<file path="src/gpio_pkg.sv">
// constants for the two-port pin-share block; no surroundings assumed
package gpio_pkg;
    localparam logic [7:0] ADDR_P0_DIR   = 8'hB8;
    localparam logic [7:0] ADDR_P4_DIR   = 8'hC4;
    localparam logic [7:0] ADDR_P0_DATA  = 8'hD0;
    localparam logic [7:0] ADDR_P4_DATA  = 8'hD4;
    localparam logic [7:0] ADDR_P0_PULL  = 8'hE0;
    localparam logic [7:0] ADDR_P4_PULL  = 8'hE4;
    localparam logic [7:0] ADDR_FUNC     = 8'hF0;
    localparam logic [7:0] ADDR_ADC      = 8'hF1;
    localparam logic [7:0] ADDR_IRQ_STAT = 8'hF2;
    localparam logic [7:0] ADDR_IRQ_MASK = 8'hF3;
    // implemented bits per register
    localparam logic [7:0] P0_DIR_MASK   = 8'h3D;
    localparam logic [7:0] P0_PULL_MASK  = 8'h3D;
    localparam logic [7:0] P0_DATA_MASK  = 8'h3F;
    localparam logic [7:0] P4_PULL_MASK  = 8'h7F;
    localparam logic [7:0] RESET_VALUE   = 8'h00;
    // function register fields
    localparam int FN_EXT_IEN  = 0;
    localparam int FN_EDGE     = 1;
    localparam int FN_BUZZ     = 7;
    localparam int FN_PWM      = 3;
    localparam int FN_OPAMP    = 4;
    localparam int FN_UTX      = 5;
    localparam int FN_URX      = 6;
    localparam int FN_EDGE_W   = 2;
    // converter register fields
    localparam int AD_ENABLE   = 7;
    localparam int AD_GLOBAL   = 4;
    localparam int AD_SEL_LSB  = 0;
    localparam int AD_SEL_W    = 3;
    // status bit of the external pin event
    localparam int ST_EXT      = 0;
    typedef enum logic [1:0] {
        EDGE_FALL,
        EDGE_RISE,
        EDGE_BOTH,
        EDGE_NONE
    } edge_type;
endpackage

</file>
<file path="src/gpio_pin_share.sv">
// two-port pin sharing: direction, pull-up, data latches, pin takeover
// assumes a pad ring that turns out/oe/pull into real pads and analog switches
//
// The implementer's own choice: the plain strobed port.
`timescale 1ns/1ps
module gpio_pin_share (
    input  wire logic       ref_clk,
    input  wire logic       arst_n,
    input  wire logic [7:0] reg_addr,
    input  wire logic [7:0] reg_wdata,
    input  wire logic       reg_wr,
    input  wire logic       reg_rd,
    output logic [7:0]      reg_rdata,
    input  wire logic       reset_pin_option,
    input  wire logic [2:0] cmp_enable,
    input  wire logic [2:0] cmp_pin_out_enable,
    input  wire logic [2:0] cmp_pin_output,
    input  wire logic       buzzer_output,
    input  wire logic       pulse_width_output,
    input  wire logic       serial_transmit_pin,
    output logic            serial_receive_pin,
    output logic            external_interrupt_input,
    output logic            ext_reset_n,
    input  wire logic [5:0] p0_in,
    output logic [5:0]      p0_out,
    output logic [5:0]      p0_oe,
    output logic [5:0]      p0_pullup,
    output logic [5:0]      p0_analog,
    input  wire logic [7:0] p4_in,
    output logic [7:0]      p4_out,
    output logic [7:0]      p4_oe,
    output logic [7:0]      p4_pullup,
    output logic [7:0]      p4_analog,
    output logic            irq
);
    import gpio_pkg::*;

    // ****************************************
    // registers
    // ****************************************
    logic [7:0] p0_dir_q, p4_dir_q, p0_data_q, p4_data_q, p0_pull_q, p4_pull_q;
    logic [7:0] func_q, adc_q, stat_q, mask_q;
    logic [5:0] p0_s1_q, p0_s2_q;
    logic [7:0] p4_s1_q, p4_s2_q;
    logic       ext_hit;
    logic [7:0] rdata_d;
    logic [7:0] p4_rd_val;
    logic [7:0] stat_clr;

    always_ff @(posedge ref_clk or negedge arst_n) begin
        if (!arst_n) begin
            p0_s1_q <= 6'h00;
            p0_s2_q <= 6'h00;
            p4_s1_q <= 8'h00;
            p4_s2_q <= 8'h00;
        end else begin
            p0_s1_q <= p0_in;
            p0_s2_q <= p0_s1_q;
            p4_s1_q <= p4_in;
            p4_s2_q <= p4_s1_q;
        end
    end

    always_ff @(posedge ref_clk or negedge arst_n) begin
        if (!arst_n) begin
            p0_dir_q  <= RESET_VALUE;
            p4_dir_q  <= RESET_VALUE;
            p0_data_q <= RESET_VALUE;
            p4_data_q <= RESET_VALUE;
            p0_pull_q <= RESET_VALUE;
            p4_pull_q <= RESET_VALUE;
            func_q    <= RESET_VALUE;
            adc_q     <= RESET_VALUE;
            mask_q    <= RESET_VALUE;
        end else if (reg_wr) begin
            case (reg_addr)
                ADDR_P0_DIR:   p0_dir_q  <= reg_wdata & P0_DIR_MASK;
                ADDR_P4_DIR:   p4_dir_q  <= reg_wdata;
                ADDR_P0_DATA:  p0_data_q <= reg_wdata & P0_DATA_MASK;
                ADDR_P4_DATA:  p4_data_q <= reg_wdata;
                ADDR_P0_PULL:  p0_pull_q <= reg_wdata & P0_PULL_MASK;
                ADDR_P4_PULL:  p4_pull_q <= reg_wdata & P4_PULL_MASK;
                ADDR_FUNC:     func_q    <= reg_wdata;
                ADDR_ADC:      adc_q     <= reg_wdata;
                ADDR_IRQ_MASK: mask_q    <= reg_wdata;
                default: ;
            endcase
        end
    end

    // ****************************************
    // external interrupt event
    // ****************************************
    edge_detect u_edge (
        .ref_clk (ref_clk),
        .arst_n  (arst_n),
        .level   (p0_s2_q[0]),
        .mode    (edge_type'(func_q[FN_EDGE +: FN_EDGE_W])),
        .hit     (ext_hit)
    );

    assign stat_clr = (reg_wr && reg_addr == ADDR_IRQ_STAT) ? reg_wdata : 8'h00;

    // flag sets on the edge whatever the enable; set wins over clear
    always_ff @(posedge ref_clk or negedge arst_n) begin
        if (!arst_n) begin
            stat_q <= RESET_VALUE;
        end else begin
            stat_q <= (stat_q & ~stat_clr) | {7'h00, ext_hit};
        end
    end

    always_ff @(posedge ref_clk or negedge arst_n) begin
        if (!arst_n) begin
            irq <= 1'b0;
        end else begin
            irq <= |(stat_q & mask_q & {7'h7F, func_q[FN_EXT_IEN]});
        end
    end

    // ****************************************
    // pin function selection
    // ****************************************
    logic [5:0] p0_out_d, p0_oe_d, p0_an_d;
    logic [7:0] p4_out_d, p4_oe_d, p4_an_d;
    logic       rst_sel;
    assign rst_sel = reset_pin_option;

    always_comb begin
        p0_out_d = p0_data_q[5:0];
        p0_oe_d  = p0_dir_q[5:0];
        p0_oe_d[1] = 1'b1;
        p0_an_d  = 6'h00;
        if (func_q[FN_BUZZ]) begin
            p0_out_d[0] = buzzer_output;
            p0_oe_d[0]  = 1'b1;
        end else if (func_q[FN_EXT_IEN]) begin
            p0_oe_d[0]  = 1'b0;
        end
        if (func_q[FN_PWM]) begin
            p0_out_d[1] = pulse_width_output;
        end
        p0_an_d[2] = cmp_enable[0];
        p0_an_d[3] = cmp_enable[0];
        p0_an_d[4] = cmp_enable[1];
        p0_an_d[5] = cmp_enable[2];
        for (int i = 2; i < 6; i++) begin
            if (p0_an_d[i]) begin
                p0_oe_d[i] = 1'b0;
            end
        end
    end

    always_comb begin
        p4_out_d = p4_data_q;
        p4_oe_d  = p4_dir_q;
        p4_an_d  = 8'h00;
        for (int i = 0; i < 3; i++) begin
            if (cmp_enable[i] && cmp_pin_out_enable[i]) begin
                p4_out_d[5 - i] = cmp_pin_output[i];
                p4_oe_d[5 - i]  = 1'b1;
            end
        end
        if (func_q[FN_UTX]) begin
            p4_out_d[6] = serial_transmit_pin;
            p4_oe_d[6]  = 1'b1;
        end
        if (func_q[FN_URX]) begin
            p4_oe_d[7] = 1'b0;
        end
        if (adc_q[AD_ENABLE] && adc_q[AD_GLOBAL] && adc_q[AD_SEL_LSB +: AD_SEL_W] != 3'h7) begin
            p4_an_d[adc_q[AD_SEL_LSB +: AD_SEL_W]] = 1'b1;
        end
        if (func_q[FN_OPAMP]) begin
            p4_an_d[2:0] = 3'h7;
        end
        for (int i = 0; i < 7; i++) begin
            if (p4_an_d[i]) begin
                p4_oe_d[i] = 1'b0;
            end
        end
        if (rst_sel) begin
            p4_oe_d[7] = 1'b0;
        end
    end

    always_ff @(posedge ref_clk or negedge arst_n) begin
        if (!arst_n) begin
            p0_out    <= 6'h00;
            p0_oe     <= 6'h00;
            p0_pullup <= 6'h00;
            p0_analog <= 6'h00;
            p4_out    <= 8'h00;
            p4_oe     <= 8'h00;
            p4_pullup <= 8'h00;
            p4_analog <= 8'h00;
        end else begin
            p0_out    <= p0_out_d;
            p0_oe     <= p0_oe_d;
            p0_pullup <= p0_pull_q[5:0] & ~p0_oe_d & ~p0_an_d;
            p0_analog <= p0_an_d;
            p4_out    <= p4_out_d;
            p4_oe     <= p4_oe_d;
            p4_pullup <= p4_pull_q & ~p4_oe_d & ~p4_an_d;
            p4_analog <= p4_an_d;
        end
    end

    always_ff @(posedge ref_clk or negedge arst_n) begin
        if (!arst_n) begin
            serial_receive_pin       <= 1'b1;
            external_interrupt_input <= 1'b0;
            ext_reset_n              <= 1'b1;
        end else begin
            serial_receive_pin       <= func_q[FN_URX] ? p4_s2_q[7] : 1'b1;
            external_interrupt_input <= func_q[FN_EXT_IEN] & p0_s2_q[0];
            ext_reset_n              <= rst_sel ? p4_s2_q[7] : 1'b1;
        end
    end

    // ****************************************
    // read path
    // ****************************************
    always_comb begin
        for (int i = 0; i < 8; i++) begin
            p4_rd_val[i] = p4_dir_q[i] ? p4_data_q[i] : p4_s2_q[i];
        end
        if (rst_sel) begin
            p4_rd_val[7] = 1'b1;
        end
    end

    always_comb begin
        rdata_d = 8'h00;
        case (reg_addr)
            ADDR_P0_DIR:   rdata_d = p0_dir_q;
            ADDR_P4_DIR:   rdata_d = p4_dir_q;
            ADDR_P0_DATA: begin
                for (int i = 0; i < 6; i++) begin
                    rdata_d[i] = p0_dir_q[i] ? p0_data_q[i] : p0_s2_q[i];
                end
                rdata_d[1] = 1'b0;
            end
            ADDR_P4_DATA:  rdata_d = p4_rd_val;
            ADDR_FUNC:     rdata_d = func_q;
            ADDR_ADC:      rdata_d = adc_q;
            ADDR_IRQ_STAT: rdata_d = stat_q;
            ADDR_IRQ_MASK: rdata_d = mask_q;
            default:       rdata_d = 8'h00;
        endcase
    end

    always_ff @(posedge ref_clk or negedge arst_n) begin
        if (!arst_n) begin
            reg_rdata <= 8'h00;
        end else begin
            reg_rdata <= reg_rd ? rdata_d : 8'h00;
        end
    end
endmodule

</file>
<file path="src/edge_detect.sv">
// edge detector for the external interrupt pin
// assumes its input already synchronised to ref_clk
`timescale 1ns/1ps
module edge_detect (
    input  wire logic             ref_clk,
    input  wire logic             arst_n,
    input  wire logic             level,
    input  wire gpio_pkg::edge_type mode,
    output logic                  hit
);
    import gpio_pkg::*;
    logic prev_q;
    always_ff @(posedge ref_clk or negedge arst_n) begin
        if (!arst_n) begin
            prev_q <= 1'b0;
        end else begin
            prev_q <= level;
        end
    end
    always_comb begin
        case (mode)
            EDGE_FALL: hit = prev_q & ~level;
            EDGE_RISE: hit = ~prev_q & level;
            EDGE_BOTH: hit = prev_q ^ level;
            default:   hit = 1'b0;
        endcase
    end
endmodule

</file>
<file path="config.mk">
export PLATFORM = sky130hd
export DESIGN_NAME = gpio_pin_share
export DESIGN_NICKNAME = d
export VERILOG_FILES = /design/src/gpio_pkg.sv /design/src/gpio_pin_share.sv /design/src/edge_detect.sv
export SDC_FILE = /design/constraint.sdc
export NUM_CORES = 1
export LEC_CHECK = 0
export ABC_AREA = 1
export BUFFER_PORTS_ARGS = -buffer_cell sky130_fd_sc_hd__buf_2
export CAP_MARGIN = 20
export CELL_PAD_IN_SITES_DETAIL_PLACEMENT = 1
export CELL_PAD_IN_SITES_GLOBAL_PLACEMENT = 1
export CORE_MARGIN = 5
export CORE_UTILIZATION = 45
export CTS_CLUSTER_SIZE = 28
export DETAILED_ROUTE_END_ITERATION = 8
export PLACE_DENSITY_LB_ADDON = 0.1
export SYNTH_ARGS = -nofsm -noshare
export SYNTH_HDL_FRONTEND = slang
export SYNTH_SLANG_ARGS = --single-unit
</file>
<file path="constraint.sdc">
create_clock -name ref_clk -period 1.95 [get_ports ref_clk]
set_input_delay 0.0975 -clock ref_clk [delete_from_list [all_inputs] [get_ports ref_clk]]
set_output_delay 0.0975 -clock ref_clk [all_outputs]
set_load 0.02 [all_outputs]
</file>
==> impl_metrics.xml <==
<?xml version="1.0" encoding="UTF-8"?>
<metrics>
  <group name="clocking">
    <metric name="root_buffer" unit="">sky130_fd_sc_hd__clkbuf_16</metric>
    <metric name="cts_num_sinks" unit="">161</metric>
    <metric name="h-tree-depth" unit="">4</metric>
    <metric name="ctsLongestPathBuffers" unit="">2</metric>
    <metric name="cts_inserted_buffers" unit="">17</metric>
    <metric name="tritoncts_clock_tree" unit="">done</metric>
    <metric name="post_cts_setup_buffer_count" unit="">0</metric>
    <metric name="worst_skew_pair.late_latency" unit="ns">0.43</metric>
    <metric name="clk_pin_slew_worst_paths" unit="ns">0.07</metric>
  </group>
  <group name="global_route">
    <metric name="grt_usage" unit="%">24.2</metric>
    <metric name="grt_pass1_wl" unit="mm">30.2</metric>
    <metric name="number_of_global_route_vias_before_repair" unit="">5739</metric>
    <metric name="initial_antenna_violation_count" unit="">1</metric>
    <metric name="grt.overflow.total" unit="">0</metric>
    <metric name="grt_start_max_net_pins" unit="">50</metric>
  </group>
  <group name="floorplan">
    <metric name="chipWidth" unit="um">128</metric>
    <metric name="dieArea" unit="um^2">16400</metric>
    <metric name="core_region_area" unit="um^2">13800</metric>
    <metric name="start_util" unit="%">45.6</metric>
    <metric name="design.portCount" unit="">115</metric>
    <metric name="rows" unit="">43</metric>
    <metric name="chipHeight" unit="um">128</metric>
  </group>
  <group name="critical_path">
    <metric name="cp-start-kind" unit="">flip-flop</metric>
    <metric name="crit_path_start" unit="">adc_q[1]</metric>
    <metric name="arrival" unit="ns">1.74</metric>
    <metric name="timing.critical_path.to_type" unit="">flip-flop</metric>
    <metric name="timing.critical_path.fanout_max" unit="">5</metric>
    <metric name="critical-path-top-delay-family" unit="">simple AND/OR/NAND/NOR gates</metric>
    <metric name="cpMaxStageDelayCell" unit="">sky130_fd_sc_hd__dfrtp_1</metric>
    <metric name="cp_cell_sequence" unit="">inv_1 -&gt; nand2_1 -&gt; nor2_1 -&gt; a21oi_1 -&gt; nor3b_1</metric>
    <metric name="ff2ff_path_depth" unit="">5</metric>
    <metric name="timing.critical_path.to" unit="">p4_pullup[4]</metric>
    <metric name="regToRegEndpoint" unit="">p4_pullup[4]</metric>
    <metric name="cp_num_cells" unit="">5</metric>
    <metric name="r2r-start" unit="">adc_q[1]</metric>
    <metric name="reg2reg_setup_slack" unit="ns">0.54</metric>
    <metric name="stage_delay_of_the_slowest_cell_on_the_critical_path" unit="ns">0.42</metric>
    <metric name="crit_buf_inv" unit="">1</metric>
    <metric name="worstSetupPathType" unit="">flip-flop to flip-flop</metric>
    <metric name="worstPathRequired" unit="ns">2.28</metric>
  </group>
  <group name="route">
    <metric name="detail_route.drc_violations" unit="">0</metric>
    <metric name="dr_total_vias" unit="">5090</metric>
    <metric name="drt_iter0_drc" unit="">271</metric>
    <metric name="antenna_left" unit="">0</metric>
    <metric name="drt_pre_antenna_iters" unit="">4</metric>
    <metric name="drt-total-wl" unit="mm">18.7</metric>
    <metric name="route.detailed.wl_per_inst" unit="um">18.7</metric>
    <metric name="vias_per_cell" unit="">5.09</metric>
  </group>
  <group name="timing">
    <metric name="worst-slew-pin-transition" unit="ns">0.534</metric>
    <metric name="relative_slew_slack" unit="%">64.3</metric>
    <metric name="final.period_utilization" unit="%">72.4</metric>
    <metric name="layout_min_cycle_time" unit="ns">1.41</metric>
    <metric name="fmax" unit="MHz">709</metric>
    <metric name="timing.final.max_slew_violations" unit="">0</metric>
    <metric name="clock-skew-final" unit="ns">0.00722</metric>
    <metric name="setup_total_negative_slack" unit="ns">0</metric>
    <metric name="finalSetupViolations" unit="">0</metric>
    <metric name="rsz0062_at_grt" unit="">false</metric>
    <metric name="holdWs" unit="ns">0.00421</metric>
    <metric name="finalHoldViolCount" unit="">0</metric>
  </group>
  <group name="yosys">
    <metric name="synth_simple_gate_area_share" unit="%">20.6</metric>
    <metric name="yosysSeqAreaShare" unit="%">64.2</metric>
    <metric name="synth.area.mux_share" unit="%">0.538</metric>
    <metric name="synth_seq_cells" unit="">161</metric>
    <metric name="synth_cell_types" unit="">31</metric>
    <metric name="syn-mean-instance-area" unit="um^2">9.69</metric>
    <metric name="ys_async_sr_fraction" unit="%">100</metric>
    <metric name="synth_top_family_by_area" unit="">simple AND/OR/NAND/NOR gates</metric>
    <metric name="synth_edf_count" unit="">0</metric>
    <metric name="most_instantiated_flip_flop_cell_in_the_synthesis_netlist" unit="">sky130_fd_sc_hd__dfrtp_1</metric>
    <metric name="yosys.area_share.xor_xnor" unit="%">0</metric>
    <metric name="post_synth_fa_ha_maj_area_fraction" unit="%">0.398</metric>
    <metric name="postSynthCellCount" unit="">648</metric>
    <metric name="synthesized_cell_area" unit="um^2">6280</metric>
    <metric name="yosys_warnings" unit="">0</metric>
    <metric name="synth-compound-area-share" unit="%">7.95</metric>
  </group>
  <group name="placement">
    <metric name="buffers_on_ports" unit="">109</metric>
    <metric name="gp_congestion" unit="">0.914</metric>
    <metric name="detailedPlacementHpwl" unit="mm">13.3</metric>
    <metric name="post-place-cells" unit="">938</metric>
  </group>
  <group name="power">
    <metric name="internal_power" unit="mW">6.11</metric>
    <metric name="ir_drop" unit="mV">0.671</metric>
    <metric name="netSwitchingFraction" unit="%">23.6</metric>
    <metric name="clock_power_share" unit="%">46.8</metric>
    <metric name="power_density" unit="nW/um^2">992</metric>
    <metric name="share_seq_of_total_power" unit="%">45.2</metric>
    <metric name="p_sw" unit="mW">1.89</metric>
    <metric name="leakagePower" unit="nW">4.17</metric>
    <metric name="power.share.combinational" unit="%">7.9</metric>
  </group>
  <group name="cells_and_area">
    <metric name="layout-drive-gt1-share" unit="%">21.5</metric>
    <metric name="layout_commonest_cell" unit="">sky130_fd_sc_hd__nand2_1</metric>
    <metric name="finalNonFillerCells" unit="">1000</metric>
    <metric name="area.growth.synth_to_final" unit="%">28.3</metric>
    <metric name="nets" unit="">855</metric>
    <metric name="layout_common_cells" unit="">sky130_fd_sc_hd__nand2_1 (175), sky130_fd_sc_hd__dfrtp_1 (159), sky130_fd_sc_hd__buf_2 (108)</metric>
  </group>
  <group name="job">
    <metric name="cap_viol_max_count" unit="">0</metric>
  </group>
  <group name="status">
    <metric name="status" unit="">finished clean</metric>
  </group>
  <group name="worst_hold_path">
    <metric name="worst_hold_path_type" unit="">primary input to flip-flop</metric>
  </group>
</metrics>
[flip-flops by register name, summed over array words and instances (netlist names), 6 cells and up]
signal,cells
stat_q,8
reg_rdata,8
adc_q,8
p4_s1_q,8
p4_s2_q,8
func_q,8
p4_pull_q,7
p4_data_q,8
p0_out,6
p4_pullup,7
mask_q,8
p0_oe,6
p4_out,8
p4_analog,8
p0_data_q,6
p4_dir_q,8
p4_oe,8
[cells by family after synthesis]
| kind of cell | after synthesis |
|---|---|
| adder cells (fa/ha/maj) | 2 |
| flip-flops | 161 |
| multiplexers | 3 |
| AO/OA/AOI/OAI | 94 |
| buffers and inverters | 91 |
| AND/OR/NAND/NOR | 295 |
| other | 2 |
[cell type report]
type / instances / area, um^2
Inverter: 72 / 270
Clock inverter: 12 / 201
Fill cell: 1588 / 5710
Clock buffer: 20 / 467
Sequential cell: 161 / 4030
Timing Repair Buffer: 154 / 987
Tap cell: 180 / 225
Multi-Input combinational cell: 400 / 1870
Antenna cell: 1 / 2.50
[metrics by stage]
step	util (%)	area (um^2)	total power, mW	setup WS (ns)
6_report	58.5	8060	7.99	0.539
5_1_grt	58.5	8060	8.31	0.446
4_1_cts	58.5	8060	8.06	0.560
3_5_place_dp	51.5	7100	4.27	0.435
3_3_place_gp	51.5	7100	4.24	0.464
2_1_floorplan	-	6300	3.95	0.868
[Yosys cell counts, types with 2 or more instances]
cell type | number | area share [%]
sky130_fd_sc_hd__inv_1 | 71 | 4.2
sky130_fd_sc_hd__nand2_2 | 3 | 0.30
sky130_fd_sc_hd__o21ai_1 | 15 | 1.2
sky130_fd_sc_hd__dfstp_2 | 2 | 0.84
sky130_fd_sc_hd__nor4_4 | 2 | 0.68
sky130_fd_sc_hd__nand4_1 | 2 | 0.20
sky130_fd_sc_hd__buf_2 | 9 | 0.72
sky130_fd_sc_hd__o31ai_1 | 8 | 0.96
sky130_fd_sc_hd__nor3_1 | 2 | 0.16
sky130_fd_sc_hd__nor2_2 | 4 | 0.40
sky130_fd_sc_hd__a21oi_1 | 13 | 1.0
sky130_fd_sc_hd__nor2_1 | 40 | 2.4
sky130_fd_sc_hd__o21ai_0 | 55 | 4.4
sky130_fd_sc_hd__nand3_1 | 58 | 4.6
sky130_fd_sc_hd__dfrtp_1 | 159 | 63
sky130_fd_sc_hd__ha_1 | 2 | 0.40
sky130_fd_sc_hd__nand2_1 | 175 | 10
sky130_fd_sc_hd__mux2_2 | 3 | 0.54
sky130_fd_sc_hd__nor3b_1 | 5 | 0.60
sky130_fd_sc_hd__conb_1 | 2 | 0.12
sky130_fd_sc_hd__buf_4 | 8 | 0.96
[worst reg2reg max path: stages, from the launching register on]
cell and delay [ns]:
sky130_fd_sc_hd__dfrtp_1 0.42, sky130_fd_sc_hd__inv_1 0.16, sky130_fd_sc_hd__nand2_1 0.09, sky130_fd_sc_hd__nor2_1 0.31, sky130_fd_sc_hd__a21oi_1 0.11, sky130_fd_sc_hd__nor3b_1 0.22
[repair_timing]
| action | CTS | global route |
|---|---|---|
| resized for setup | 0 | 0 |
| hold buffers | 29 | 0 |
| endpoints found under the setup margin | 0 | 0 |
| hold endpoints to repair | 93 | 0 |
[worst min path at each step]
stage	start	to	slack, ns	cells past startpoint
2_1_floorplan	arst_n	adc_q[0]	-0.20	0
3_3_place_gp	arst_n	p0_s2_q[3]	0.07	1
3_5_place_dp	arst_n	p0_s2_q[3]	0.07	1
4_1_cts	reg_wdata[0]	mask_q[0]	0.003	3
5_1_grt	reg_wdata[0]	func_q[0]	0.004	3
6_report	reg_wdata[0]	mask_q[0]	0.004	3
[routing by layer]
layer | vias to the layer above | global-route usage, % | wire length (um)
met1 | 2578 | 29.6 | 7720
met3 | 18 | 5.38 | 780
met5 | - | 0 | 0
met4 | 0 | 5.31 | 190
li1 | 2382 | - | -
met2 | 112 | 43.7 | 9960
[power groups by stage]
stage | Sequential, mW | Clock (mW) | Combinational, mW
finish | 3.62 | 3.74 | 0.635
global route | 3.63 | 3.97 | 0.710
CTS | 3.62 | 3.79 | 0.647
detailed placement | 3.68 | 0 | 0.594
global placement | 3.67 | 0 | 0.570
floorplan | 3.72 | 0 | 0.223
Note: power is estimated with default switching activity, not from simulation.
